File: config.mk
export PLATFORM = sky130hd
export DESIGN_NAME = acpc_top
export DESIGN_NICKNAME = d
export VERILOG_FILES = /design/src/acpc_pkg.sv /design/src/acpc_divider.sv /design/src/acpc_top.sv
export SDC_FILE = /design/constraint.sdc
export NUM_CORES = 1
export LEC_CHECK = 0
export BUFFER_PORTS_ARGS = -buffer_cell sky130_fd_sc_hd__clkbuf_2
export CAP_MARGIN = 20
export CORE_MARGIN = 1.5
export CORE_UTILIZATION = 44
export CTS_CLUSTER_DIAMETER = 100
export DETAILED_ROUTE_END_ITERATION = 12
export HOLD_SLACK_MARGIN = 0.05
export PLACE_DENSITY = 0.7
export SLEW_MARGIN = 0
export SYNTH_ARGS = -nofsm -noshare
export SYNTH_HDL_FRONTEND = slang
export SYNTH_SLANG_ARGS = --single-unit
File: constraint.sdc
create_clock -name clk -period 2.6 [get_ports clk]
set_input_delay 0.13 -clock clk [delete_from_list [all_inputs] [get_ports clk]]
set_output_delay 0.13 -clock clk [all_outputs]
set_load 0.01 [all_outputs]
File: src/acpc_pkg.sv
// Summary of operation
// - Divide sample clock by 1, 2, 4, 8
// - Divider accepts clocks up to 4 GHz limit
// - Valid sysref resets divider to programmed state
// - Divide by two gives 50% duty
// - Per-channel half-cycle delay, link stays stable
// - Fine delay enable bit 0, 8-bit value
// - Fine value maps to edge shift range
// - Fine delay enable resets sample datapath
// - Fine value rewrite keeps link stable
// - Reference register selects internal or external
// - Full-scale adjust works with either reference
// - High pin enters low power, default power-down
// - Power-down stops link, also via registers
// - Standby sends zeros, or K when bit7
// - Diode enable bit 0, channel A selected
// - Pin A outputs diode voltage when selected
package acpc_pkg;
   localparam logic [11:0] ADDR_CHAN_INDEX = 12'h008;
   localparam logic [11:0] ADDR_REF_SEL = 12'h024;
   localparam logic [11:0] ADDR_FS_ADJ = 12'h025;
   localparam logic [11:0] ADDR_TEMP_DIODE = 12'h028;
   localparam logic [11:0] ADDR_FULL_POWER_DOWN_STATE_CTRL = 12'h03F;
   localparam logic [11:0] ADDR_PIN_FUNC = 12'h040;
   localparam logic [11:0] ADDR_CLK_DIV = 12'h10B;
   localparam logic [11:0] ADDR_HALF_DLY = 12'h10C;
   localparam logic [11:0] ADDR_FINE_EN = 12'h117;
   localparam logic [11:0] ADDR_FINE_VAL = 12'h118;
   localparam logic [11:0] ADDR_FILL_CTRL = 12'h571;
   localparam int NUM_CHAN = 2;
   localparam logic [7:0] CHAN_ALL = 8'h03;
   localparam logic [7:0] REG_ZERO = 8'h00;
   localparam int FINE_EN_BIT = 0;
   localparam int HALF_EN_BIT = 0;
   localparam int DIODE_EN_BIT = 0;
   localparam int REF_EXT_BIT = 0;
   localparam int FILL_K_BIT = 7;
   localparam int PD_STBY_BIT = 0;
   localparam int PD_FORCE_BIT = 1;
   localparam logic [2:0] PIN_FUNC_DIODE = 3'h7;
   localparam logic [1:0] DIV_BY1 = 2'h0;
   localparam logic [1:0] DIV_BY2 = 2'h1;
   localparam logic [1:0] DIV_BY4 = 2'h2;
   localparam logic [1:0] DIV_BY8 = 2'h3;
   localparam logic [2:0] DIV_MAX_CNT = 3'h7;
   localparam int CHAN_A = 0;

   typedef enum logic [1:0] {ACPC_RUN = 2'b00, ACPC_STBY = 2'b01, ACPC_FULL_POWER_DOWN_STATE = 2'b11} acpc_pwr_e;

   typedef struct packed {
      logic wr;
      logic rd;
      logic [11:0] addr;
      logic [7:0] wdata;
   } acpc_req_s;

   typedef struct packed {
      logic [NUM_CHAN-1:0] fine_en;
      logic [NUM_CHAN*8-1:0] fine_val;
      logic [NUM_CHAN-1:0] half_dly;
      logic ext_ref;
      logic [7:0] fs_adj;
   } acpc_cfg_s;
endpackage

File: src/acpc_divider.sv
`timescale 1ns/1ps
module acpc_divider
   import acpc_pkg::*;
(
   input wire logic clk,
   input wire logic nrst,
   input wire logic ce,
   input wire logic [1:0] ratio,
   input wire logic sync,
   input wire logic [2:0] sync_state,
   output logic div_clk
);
   logic [2:0] cnt;
   logic [2:0] next_cnt;
   logic [2:0] mask;

   always_comb
   begin
      unique case (ratio)
         DIV_BY1: mask = 3'h0;
         DIV_BY2: mask = 3'h1;
         DIV_BY4: mask = 3'h3;
         DIV_BY8: mask = DIV_MAX_CNT;
      endcase
      if (sync)
         next_cnt = sync_state & mask;
      else
         next_cnt = (cnt + 3'h1) & mask;
   end

   always_ff @(posedge clk or negedge nrst)
   begin
      if (!nrst)
         cnt <= 3'h0;
      else if (ce)
         cnt <= next_cnt;
   end

   // Top bit of a power-of-two counter gives equal high and low halves
   always_comb
   begin
      unique case (ratio)
         DIV_BY1: div_clk = clk;
         DIV_BY2: div_clk = cnt[0];
         DIV_BY4: div_clk = cnt[1];
         DIV_BY8: div_clk = cnt[2];
      endcase
   end

   a_div_wrap: assert property (@(posedge clk) disable iff (!nrst)
      ce && !sync && ratio == DIV_BY2 && $stable(ratio) |=> cnt[0] != $past(cnt[0]))
      else $error("divide by two did not toggle");
   a_sync_load: assert property (@(posedge clk) disable iff (!nrst)
      ce && sync |=> cnt == ($past(sync_state) & $past(mask)))
      else $error("sysref did not load divider state");
   c_sync: cover property (@(posedge clk) disable iff (!nrst) ce && sync && ratio == DIV_BY8);
endmodule

File: src/acpc_top.sv
`timescale 1ns/1ps
module acpc_top
   import acpc_pkg::*;
(
   input wire logic clk,
   input wire logic nrst,
   input wire logic ce,
   input acpc_pkg::acpc_req_s req,
   input wire logic sysref,
   input wire logic power_down_standby_pin,
   input wire logic [15:0] core_sample,
   output logic [7:0] rdata,
   output logic div_clk_out,
   output acpc_pkg::acpc_cfg_s cfg,
   output logic datapath_reset,
   output logic link_enable,
   output logic link_send_k,
   output logic [15:0] link_sample,
   output logic diode_enable,
   output logic threshold_indicator_pin_a_diode,
   output logic [2:0] sysref_state
);
   import acpc_pkg::*;

   ////////////////////////////////////////////////////////////////////////////////
   // Register state
   logic [7:0] chan_index, ref_sel, fs_adj, diode_ctrl, pd_ctrl, pin_func, clk_div, fill_ctrl;
   logic [7:0] next_chan_index, next_ref_sel, next_fs_adj, next_diode_ctrl;
   logic [7:0] next_pd_ctrl, next_pin_func, next_clk_div, next_fill_ctrl;
   logic [7:0] half_dly [NUM_CHAN];
   logic [7:0] fine_en [NUM_CHAN];
   logic [7:0] fine_val [NUM_CHAN];
   logic [7:0] next_half_dly [NUM_CHAN];
   logic [7:0] next_fine_en [NUM_CHAN];
   logic [7:0] next_fine_val [NUM_CHAN];
   logic [NUM_CHAN-1:0] fine_rise;
   logic [7:0] next_rdata;
   logic wr_ok;

   assign wr_ok = req.wr && ce;

   // Global registers
   always_comb
   begin
      next_chan_index = chan_index;
      next_ref_sel = ref_sel;
      next_fs_adj = fs_adj;
      next_pd_ctrl = pd_ctrl;
      next_pin_func = pin_func;
      next_clk_div = clk_div;
      next_fill_ctrl = fill_ctrl;
      next_diode_ctrl = diode_ctrl;
      if (req.wr)
      begin
         unique case (req.addr)
            ADDR_CHAN_INDEX: next_chan_index = req.wdata;
            ADDR_REF_SEL: next_ref_sel = req.wdata;
            ADDR_FS_ADJ: next_fs_adj = req.wdata;
            ADDR_FULL_POWER_DOWN_STATE_CTRL: next_pd_ctrl = req.wdata;
            ADDR_PIN_FUNC: next_pin_func = req.wdata;
            ADDR_CLK_DIV: next_clk_div = req.wdata;
            ADDR_FILL_CTRL: next_fill_ctrl = req.wdata;
            ADDR_TEMP_DIODE:
            begin
               if (chan_index[CHAN_A])
                  next_diode_ctrl = req.wdata;
            end
            default: next_chan_index = chan_index;
         endcase
      end
   end

   always_ff @(posedge clk or negedge nrst)
   begin
      if (!nrst)
      begin
         chan_index <= CHAN_ALL;
         ref_sel <= REG_ZERO;
         fs_adj <= REG_ZERO;
         pd_ctrl <= REG_ZERO;
         pin_func <= REG_ZERO;
         clk_div <= REG_ZERO;
         fill_ctrl <= REG_ZERO;
         diode_ctrl <= REG_ZERO;
      end
      else if (ce)
      begin
         chan_index <= next_chan_index;
         ref_sel <= next_ref_sel;
         fs_adj <= next_fs_adj;
         pd_ctrl <= next_pd_ctrl;
         pin_func <= next_pin_func;
         clk_div <= next_clk_div;
         fill_ctrl <= next_fill_ctrl;
         diode_ctrl <= next_diode_ctrl;
      end
   end

   ////////////////////////////////////////////////////////////////////////////////
   // Per-channel registers
   genvar g;
   generate
      for (g = 0; g < NUM_CHAN; g++)
      begin : gen_chan
         logic sel;
         assign sel = req.wr && chan_index[g];
         always_comb
         begin
            next_half_dly[g] = half_dly[g];
            next_fine_en[g] = fine_en[g];
            next_fine_val[g] = fine_val[g];
            if (sel && req.addr == ADDR_HALF_DLY)
               next_half_dly[g] = req.wdata;
            if (sel && req.addr == ADDR_FINE_EN)
               next_fine_en[g] = req.wdata;
            if (sel && req.addr == ADDR_FINE_VAL)
               next_fine_val[g] = req.wdata;
         end
         always_ff @(posedge clk or negedge nrst)
         begin
            if (!nrst)
            begin
               half_dly[g] <= REG_ZERO;
               fine_en[g] <= REG_ZERO;
               fine_val[g] <= REG_ZERO;
            end
            else if (ce)
            begin
               half_dly[g] <= next_half_dly[g];
               fine_en[g] <= next_fine_en[g];
               fine_val[g] <= next_fine_val[g];
            end
         end
         assign fine_rise[g] = next_fine_en[g][FINE_EN_BIT] && !fine_en[g][FINE_EN_BIT];
      end
   endgenerate

   ////////////////////////////////////////////////////////////////////////////////
   // Clock divider
   logic div_clk;
   logic sysref_q;
   logic next_sysref_q;
   logic sync_pulse;

   assign next_sysref_q = sysref;
   assign sync_pulse = sysref && !sysref_q;

   acpc_divider u_div (
      .clk(clk),
      .nrst(nrst),
      .ce(ce),
      .ratio(clk_div[1:0]),
      .sync(sync_pulse),
      .sync_state(clk_div[6:4]),
      .div_clk(div_clk)
   );

   ////////////////////////////////////////////////////////////////////////////////
   // Power mode
   acpc_pwr_e pwr;
   acpc_pwr_e next_pwr;

   always_comb
   begin
      next_pwr = ACPC_RUN;
      if (power_down_standby_pin || pd_ctrl[PD_FORCE_BIT])
      begin
         if (pd_ctrl[PD_STBY_BIT])
            next_pwr = ACPC_STBY;
         else
            next_pwr = ACPC_FULL_POWER_DOWN_STATE;
      end
   end

   ////////////////////////////////////////////////////////////////////////////////
   // Output registers
   acpc_cfg_s next_cfg;
   logic [15:0] next_link_sample;

   always_comb
   begin
      next_cfg.ext_ref = ref_sel[REF_EXT_BIT];
      next_cfg.fs_adj = fs_adj;
      for (int i = 0; i < NUM_CHAN; i++)
      begin
         next_cfg.fine_en[i] = fine_en[i][FINE_EN_BIT];
         next_cfg.fine_val[i*8 +: 8] = fine_val[i];
         next_cfg.half_dly[i] = half_dly[i][HALF_EN_BIT];
      end
      next_link_sample = (pwr == ACPC_RUN) ? core_sample : 16'h0000;
      next_rdata = REG_ZERO;
      if (req.rd)
      begin
         unique case (req.addr)
            ADDR_CHAN_INDEX: next_rdata = chan_index;
            ADDR_REF_SEL: next_rdata = ref_sel;
            ADDR_FS_ADJ: next_rdata = fs_adj;
            ADDR_TEMP_DIODE: next_rdata = diode_ctrl;
            ADDR_FULL_POWER_DOWN_STATE_CTRL: next_rdata = pd_ctrl;
            ADDR_PIN_FUNC: next_rdata = pin_func;
            ADDR_CLK_DIV: next_rdata = clk_div;
            ADDR_FILL_CTRL: next_rdata = fill_ctrl;
            ADDR_HALF_DLY: next_rdata = chan_index[CHAN_A] ? half_dly[0] : half_dly[1];
            ADDR_FINE_EN: next_rdata = chan_index[CHAN_A] ? fine_en[0] : fine_en[1];
            ADDR_FINE_VAL: next_rdata = chan_index[CHAN_A] ? fine_val[0] : fine_val[1];
            default: next_rdata = REG_ZERO;
         endcase
      end
   end

   always_ff @(posedge clk or negedge nrst)
   begin
      if (!nrst)
      begin
         pwr <= ACPC_RUN;
         sysref_q <= 1'b0;
         rdata <= REG_ZERO;
         div_clk_out <= 1'b0;
         cfg <= '0;
         datapath_reset <= 1'b0;
         link_enable <= 1'b0;
         link_send_k <= 1'b0;
         link_sample <= 16'h0000;
         diode_enable <= 1'b0;
         threshold_indicator_pin_a_diode <= 1'b0;
         sysref_state <= 3'h0;
      end
      else if (ce)
      begin
         pwr <= next_pwr;
         sysref_q <= next_sysref_q;
         rdata <= next_rdata;
         div_clk_out <= div_clk;
         cfg <= next_cfg;
         datapath_reset <= |fine_rise;
         link_enable <= next_pwr != ACPC_FULL_POWER_DOWN_STATE;
         link_send_k <= next_pwr == ACPC_STBY && fill_ctrl[FILL_K_BIT];
         link_sample <= next_link_sample;
         diode_enable <= diode_ctrl[DIODE_EN_BIT];
         threshold_indicator_pin_a_diode <= diode_ctrl[DIODE_EN_BIT] && pin_func[2:0] == PIN_FUNC_DIODE;
         sysref_state <= clk_div[6:4];
      end
   end

   ////////////////////////////////////////////////////////////////////////////////
   // Checks
   a_fine_reset: assert property (@(posedge clk) disable iff (!nrst)
      ce && wr_ok && req.addr == ADDR_FINE_EN && req.wdata[FINE_EN_BIT] && chan_index[CHAN_A]
      && !fine_en[0][FINE_EN_BIT] |=> datapath_reset)
      else $error("fine delay enable gave no datapath reset");
   a_full_power_down_state_link: assert property (@(posedge clk) disable iff (!nrst)
      ce && power_down_standby_pin && !pd_ctrl[PD_STBY_BIT] |=> !link_enable)
      else $error("link kept running in power-down");
   a_stby_zero: assert property (@(posedge clk) disable iff (!nrst)
      ce && pwr == ACPC_STBY && next_pwr == ACPC_STBY |=> link_sample == 16'h0000 && link_enable)
      else $error("standby did not send zero samples");
   a_diode_chan: assert property (@(posedge clk) disable iff (!nrst)
      ce && wr_ok && req.addr == ADDR_TEMP_DIODE && !chan_index[CHAN_A] |=> $stable(diode_ctrl))
      else $error("diode written without channel A");
   a_chan_sel: assert property (@(posedge clk) disable iff (!nrst)
      wr_ok && req.addr == ADDR_FINE_VAL && !chan_index[1] |=> $stable(fine_val[1]))
      else $error("unselected channel was written");
   a_fine_keep: assert property (@(posedge clk) disable iff (!nrst)
      wr_ok && req.addr == ADDR_FINE_VAL |=> !datapath_reset)
      else $error("fine value write reset datapath");
   a_link_k: assert property (@(posedge clk) disable iff (!nrst)
      ce && next_pwr == ACPC_STBY && fill_ctrl[FILL_K_BIT] |=> link_send_k)
      else $error("standby fill did not select K characters");
   a_run_pass: assert property (@(posedge clk) disable iff (!nrst)
      ce && nrst && pwr == ACPC_RUN |=> link_sample == $past(core_sample))
      else $error("run mode did not pass samples");
   a_run_link: assert property (@(posedge clk) disable iff (!nrst)
      ce && nrst && !power_down_standby_pin && !pd_ctrl[PD_FORCE_BIT] |=> link_enable && !link_send_k)
      else $error("link not running at full power");
   a_full_power_down_state_force: assert property (@(posedge clk) disable iff (!nrst)
      ce && pd_ctrl[PD_FORCE_BIT] && !pd_ctrl[PD_STBY_BIT] |=> !link_enable)
      else $error("register power-down kept link running");
   a_pin_diode: assert property (@(posedge clk) disable iff (!nrst)
      ce && diode_ctrl[DIODE_EN_BIT] && pin_func[2:0] == PIN_FUNC_DIODE |=> threshold_indicator_pin_a_diode)
      else $error("pin A did not carry diode output");
   a_diode_out: assert property (@(posedge clk) disable iff (!nrst)
      ce |=> diode_enable == $past(diode_ctrl[DIODE_EN_BIT]))
      else $error("diode enable did not follow its register");
   a_ref_sel: assert property (@(posedge clk) disable iff (!nrst)
      ce |=> cfg.ext_ref == $past(ref_sel[REF_EXT_BIT]))
      else $error("reference select did not follow its register");
   a_fs_write: assert property (@(posedge clk) disable iff (!nrst)
      wr_ok && req.addr == ADDR_FS_ADJ |=> fs_adj == $past(req.wdata))
      else $error("full-scale write did not land");
   a_half_keep: assert property (@(posedge clk) disable iff (!nrst)
      wr_ok && req.addr == ADDR_HALF_DLY |=> !datapath_reset)
      else $error("half delay write reset datapath");
   a_half_chan: assert property (@(posedge clk) disable iff (!nrst)
      wr_ok && req.addr == ADDR_HALF_DLY && !chan_index[CHAN_A] |=> $stable(half_dly[CHAN_A]))
      else $error("unselected channel half delay was written");
   a_sysref_state: assert property (@(posedge clk) disable iff (!nrst)
      ce |=> sysref_state == $past(clk_div[6:4]))
      else $error("sysref state did not follow its field");

   c_stby: cover property (@(posedge clk) disable iff (!nrst) pwr == ACPC_STBY && link_send_k);
   c_diode: cover property (@(posedge clk) disable iff (!nrst) threshold_indicator_pin_a_diode);
   c_full_power_down_state: cover property (@(posedge clk) disable iff (!nrst) pwr == ACPC_FULL_POWER_DOWN_STATE);
   c_fine: cover property (@(posedge clk) disable iff (!nrst) datapath_reset);
endmodule

==> run_results.csv <==
group,metric,value,unit
timing,drv_slew,0,
min_path,timing.hold.worst.class,"clock port to register",
floorplanning,dieWidth,139,µm
timing,timing_hold_violations_final,0,
routing,dr_total_vias,5657,
floorplanning,row_count,49,
grt,grt_antenna_before_repair,0,
critical_path,cp-end-kind,"register",
cells_and_area,multi_input_area,3420,µm²
critical_path,worst_setup_path_start_kind,"register",
timing,grt_setup_unrepaired,"no",
routing,first_iter_violations,329,
logic_synthesis,yosysWarningCount,0,
timing,setup_viol,0,
power,total_leakage_power,4.83,nW
floorplanning,die-height,139,µm
logic_synthesis,synth-async-reset-ratio,100,%
logic_synthesis,synth.ff_latch_count,180,
grt,global_route_wire_length_before_repair,33600,µm
power,vdd_drop_max,0.000532,V
cells_and_area,fill_cells,1522,
placement,portBuffers,104,
floorplanning,fp.dieArea,19300,µm²
routing,via_per_inst,5.81,
routing,detailed_route_drc_error_count,0,
routing,routed_wl,21100,µm
routing,ant_nets,0,
cells_and_area,final_net_count,776,
critical_path,required,3.04,ns
timing,totalNegativeSetupSlack,0,ns
placement,detailed_place_hpwl,14600,µm
timing,fin_crit_sh,84.1,%
routing,routed_wl_per_cell,21.6,µm
clock_tree,cts_tree,"built",
status,outcome,"finished, final reports clean",
cells_and_area,drive_gt1_share,44.8,%
floorplanning,start_util,45.0,%
logic_synthesis,syn_nets,643,
critical_path,timing_worst_setup_path_type,"register to register",
job,cap_violations,0,
grt,first_global_vias,5930,
routing,dr.pass1.iters,5,
placement,post_dp_area,8970,µm²
clock_tree,clkSlewWorstSetupHoldPaths,0.07,ns
logic_synthesis,synth-main-ff-cell,"dfrtp_1",
cells_and_area,final_cell_area,9900,µm²
logic_synthesis,synth_edf_count,0,
logic_synthesis,synth.avg_cell_area,13.5,µm²
timing,min_period,2.19,ns
logic_synthesis,synth.yosys.seq_area_share,55.6,%
logic_synthesis,syn-instance-count,599,
floorplanning,io_pins,105,
grt,groute.usage.overall,23.1,%
clock_tree,postCtsSetupRepairBufs,0,
power,pwrdens,635,nW/µm²
floorplanning,core,18000,µm²
timing,tightest_slew,0.928,ns
clock_tree,clk-insertion-delay-late,0.55,ns
timing,fin_skew,0.0142,ns
cells_and_area,area_growth,22.0,%
grt,grt_start_max_net_pins,76,
critical_path,critPathArrivalTime,2.62,ns
timing,max_clock_freq,0.458,GHz
placement,gp_congestion,0.869,
cells_and_area,seqCellArea,4510,µm²
critical_path,crit_fanout,26,
logic_synthesis,ys_types,58,
grt,globalRouteOverflowTotal,0,
timing,relSlewSlack,37.8,%
logic_synthesis,mappedNetlistArea,8110,µm²
cells_and_area,antenna-diode-count,0,
==> registers in the layout, indices dropped and copies added, names as in the netlist, 2 cells and up <==
name / flops
cfg: 29
fine_en: 16
fine_val: 16
half_dly: 16
link_sample: 16
chan_index: 8
clk_div: 8
diode_ctrl: 8
fill_ctrl: 8
fs_adj: 8
pd_ctrl: 8
pin_func: 8
rdata: 8
ref_sel: 8
sysref_state: 3
u_div.cnt: 3
pwr: 2
==> Yosys cell counts (all sizes together) (5+ instances only) <==
cell,instances,area [µm²]
nor4,6,97.6
o21ai,18,90.1
o22ai,8,50.1
a221oi,5,43.8
dfrtp,178,4450
buf,18,100
mux2i,32,320
nand2,29,114
a22o,19,166
nand2b,5,31.3
nor3,13,92.6
nand3,10,105
a21o,5,37.5
a21oi,5,25.0
o2bb2ai,6,52.6
mux2,150,1690
nor2,13,48.8
a22oi,8,60.1
clkbuf,20,75.1
==> layout by cell type (no fill, tap or decap), types with 9 or more instances in the layout <==
| cell type | count |
|---|---|
| clkbuf_2 | 103 |
| nor2_1 | 13 |
| a22o_1 | 19 |
| mux2i_1 | 32 |
| dfrtp_1 | 178 |
| mux2_2 | 148 |
| nand2_1 | 27 |
| dlygate4sd3_1 | 19 |
| buf_4 | 24 |
| clkbuf_16 | 20 |
| nor3_1 | 9 |
| o21ai_0 | 16 |
==> cell type report <==
class                      instances  share of cell area [%]
sequential                       180                    45.5
clock buffer                      22                    5.33
tap                              229                    2.89
multi-input combinational        378                    34.6
clock inverter                    13                    2.07
timing repair buffer             149                    9.47
inverter                           3                   0.114
==> through the flow <==
stage | setup slack, ns | instances | util, % | power (W) | hold slack (ns)
6_report | 0.415 | 974 | 54.9 | 0.00628 | 0.0758
5_1_grt | 0.371 | 974 | 54.9 | 0.00651 | 0.0662
4_1_cts | 0.456 | 974 | 54.9 | 0.00635 | 0.0734
3_5_place_dp | 0.191 | 920 | 49.8 | 0.00325 | 0.209
3_3_place_gp | 0.213 | 920 | 49.8 | 0.00324 | 0.198
2_1_floorplan | 0.498 | 599 | - | 0.00306 | -0.166
==> routing by layer <==
metal / track usage [%] / share of wire (%)
met1: 30.0 / 44
met4: 10.9 / 3.0
met3: 5.90 / 5.8
met5: 0 / 0
met2: 36.2 / 48
==> what timing repair did <==
item                      CTS  global route
hold endpoints to repair   91             0
hold buffers               19             0
resized for setup           0             0
==> path summary, 6_finish.rpt <==
| kind | end | slack, ns | depth (start not counted) | start |
|---|---|---|---|---|
| hold / removal | div_clk_out | 0.08 | 4 | clk |
| setup / recovery | rdata[2] | 0.41 | 7 | chan_index[0] |
| max in group asynchronous | fine_val[0] | 1.58 | 3 | nrst |
| hold reg to reg | rdata[3] | 0.50 | 1 | rdata[3] |
| setup reg to reg | rdata[2] | 0.41 | 7 | chan_index[0] |
| min in group asynchronous | u_div.cnt[2] | 0.19 | 2 | nrst |
==> logic make-up after synthesis <==
logic type / after synthesis / synth area share [%]
buf+inv: 41 / 2.30
compound gates: 90 / 8.13
mux: 183 / 25.1
fa+ha+maj: 1 / 0.154
simple gates: 104 / 8.81
flops: 180 / 55.6
==> power by group <==
part / switching [W] / internal [W]
clock network: 0.00112 / 0.00197
logic: 0.000215 / 0.000119
registers: 0.0000198 / 0.00284
total: 0.00135 / 0.00493
==> critical path, stage by stage (launching register included) <==
cell     delay (ns)
dfstp_2        0.56
buf_12         0.21
mux2i_1        0.27
o22ai_1        0.11
and2_1         0.19
nor3_1         0.36
a31oi_1        0.17
a21o_1         0.19
Note: power is estimated with default switching activity, not from simulation.
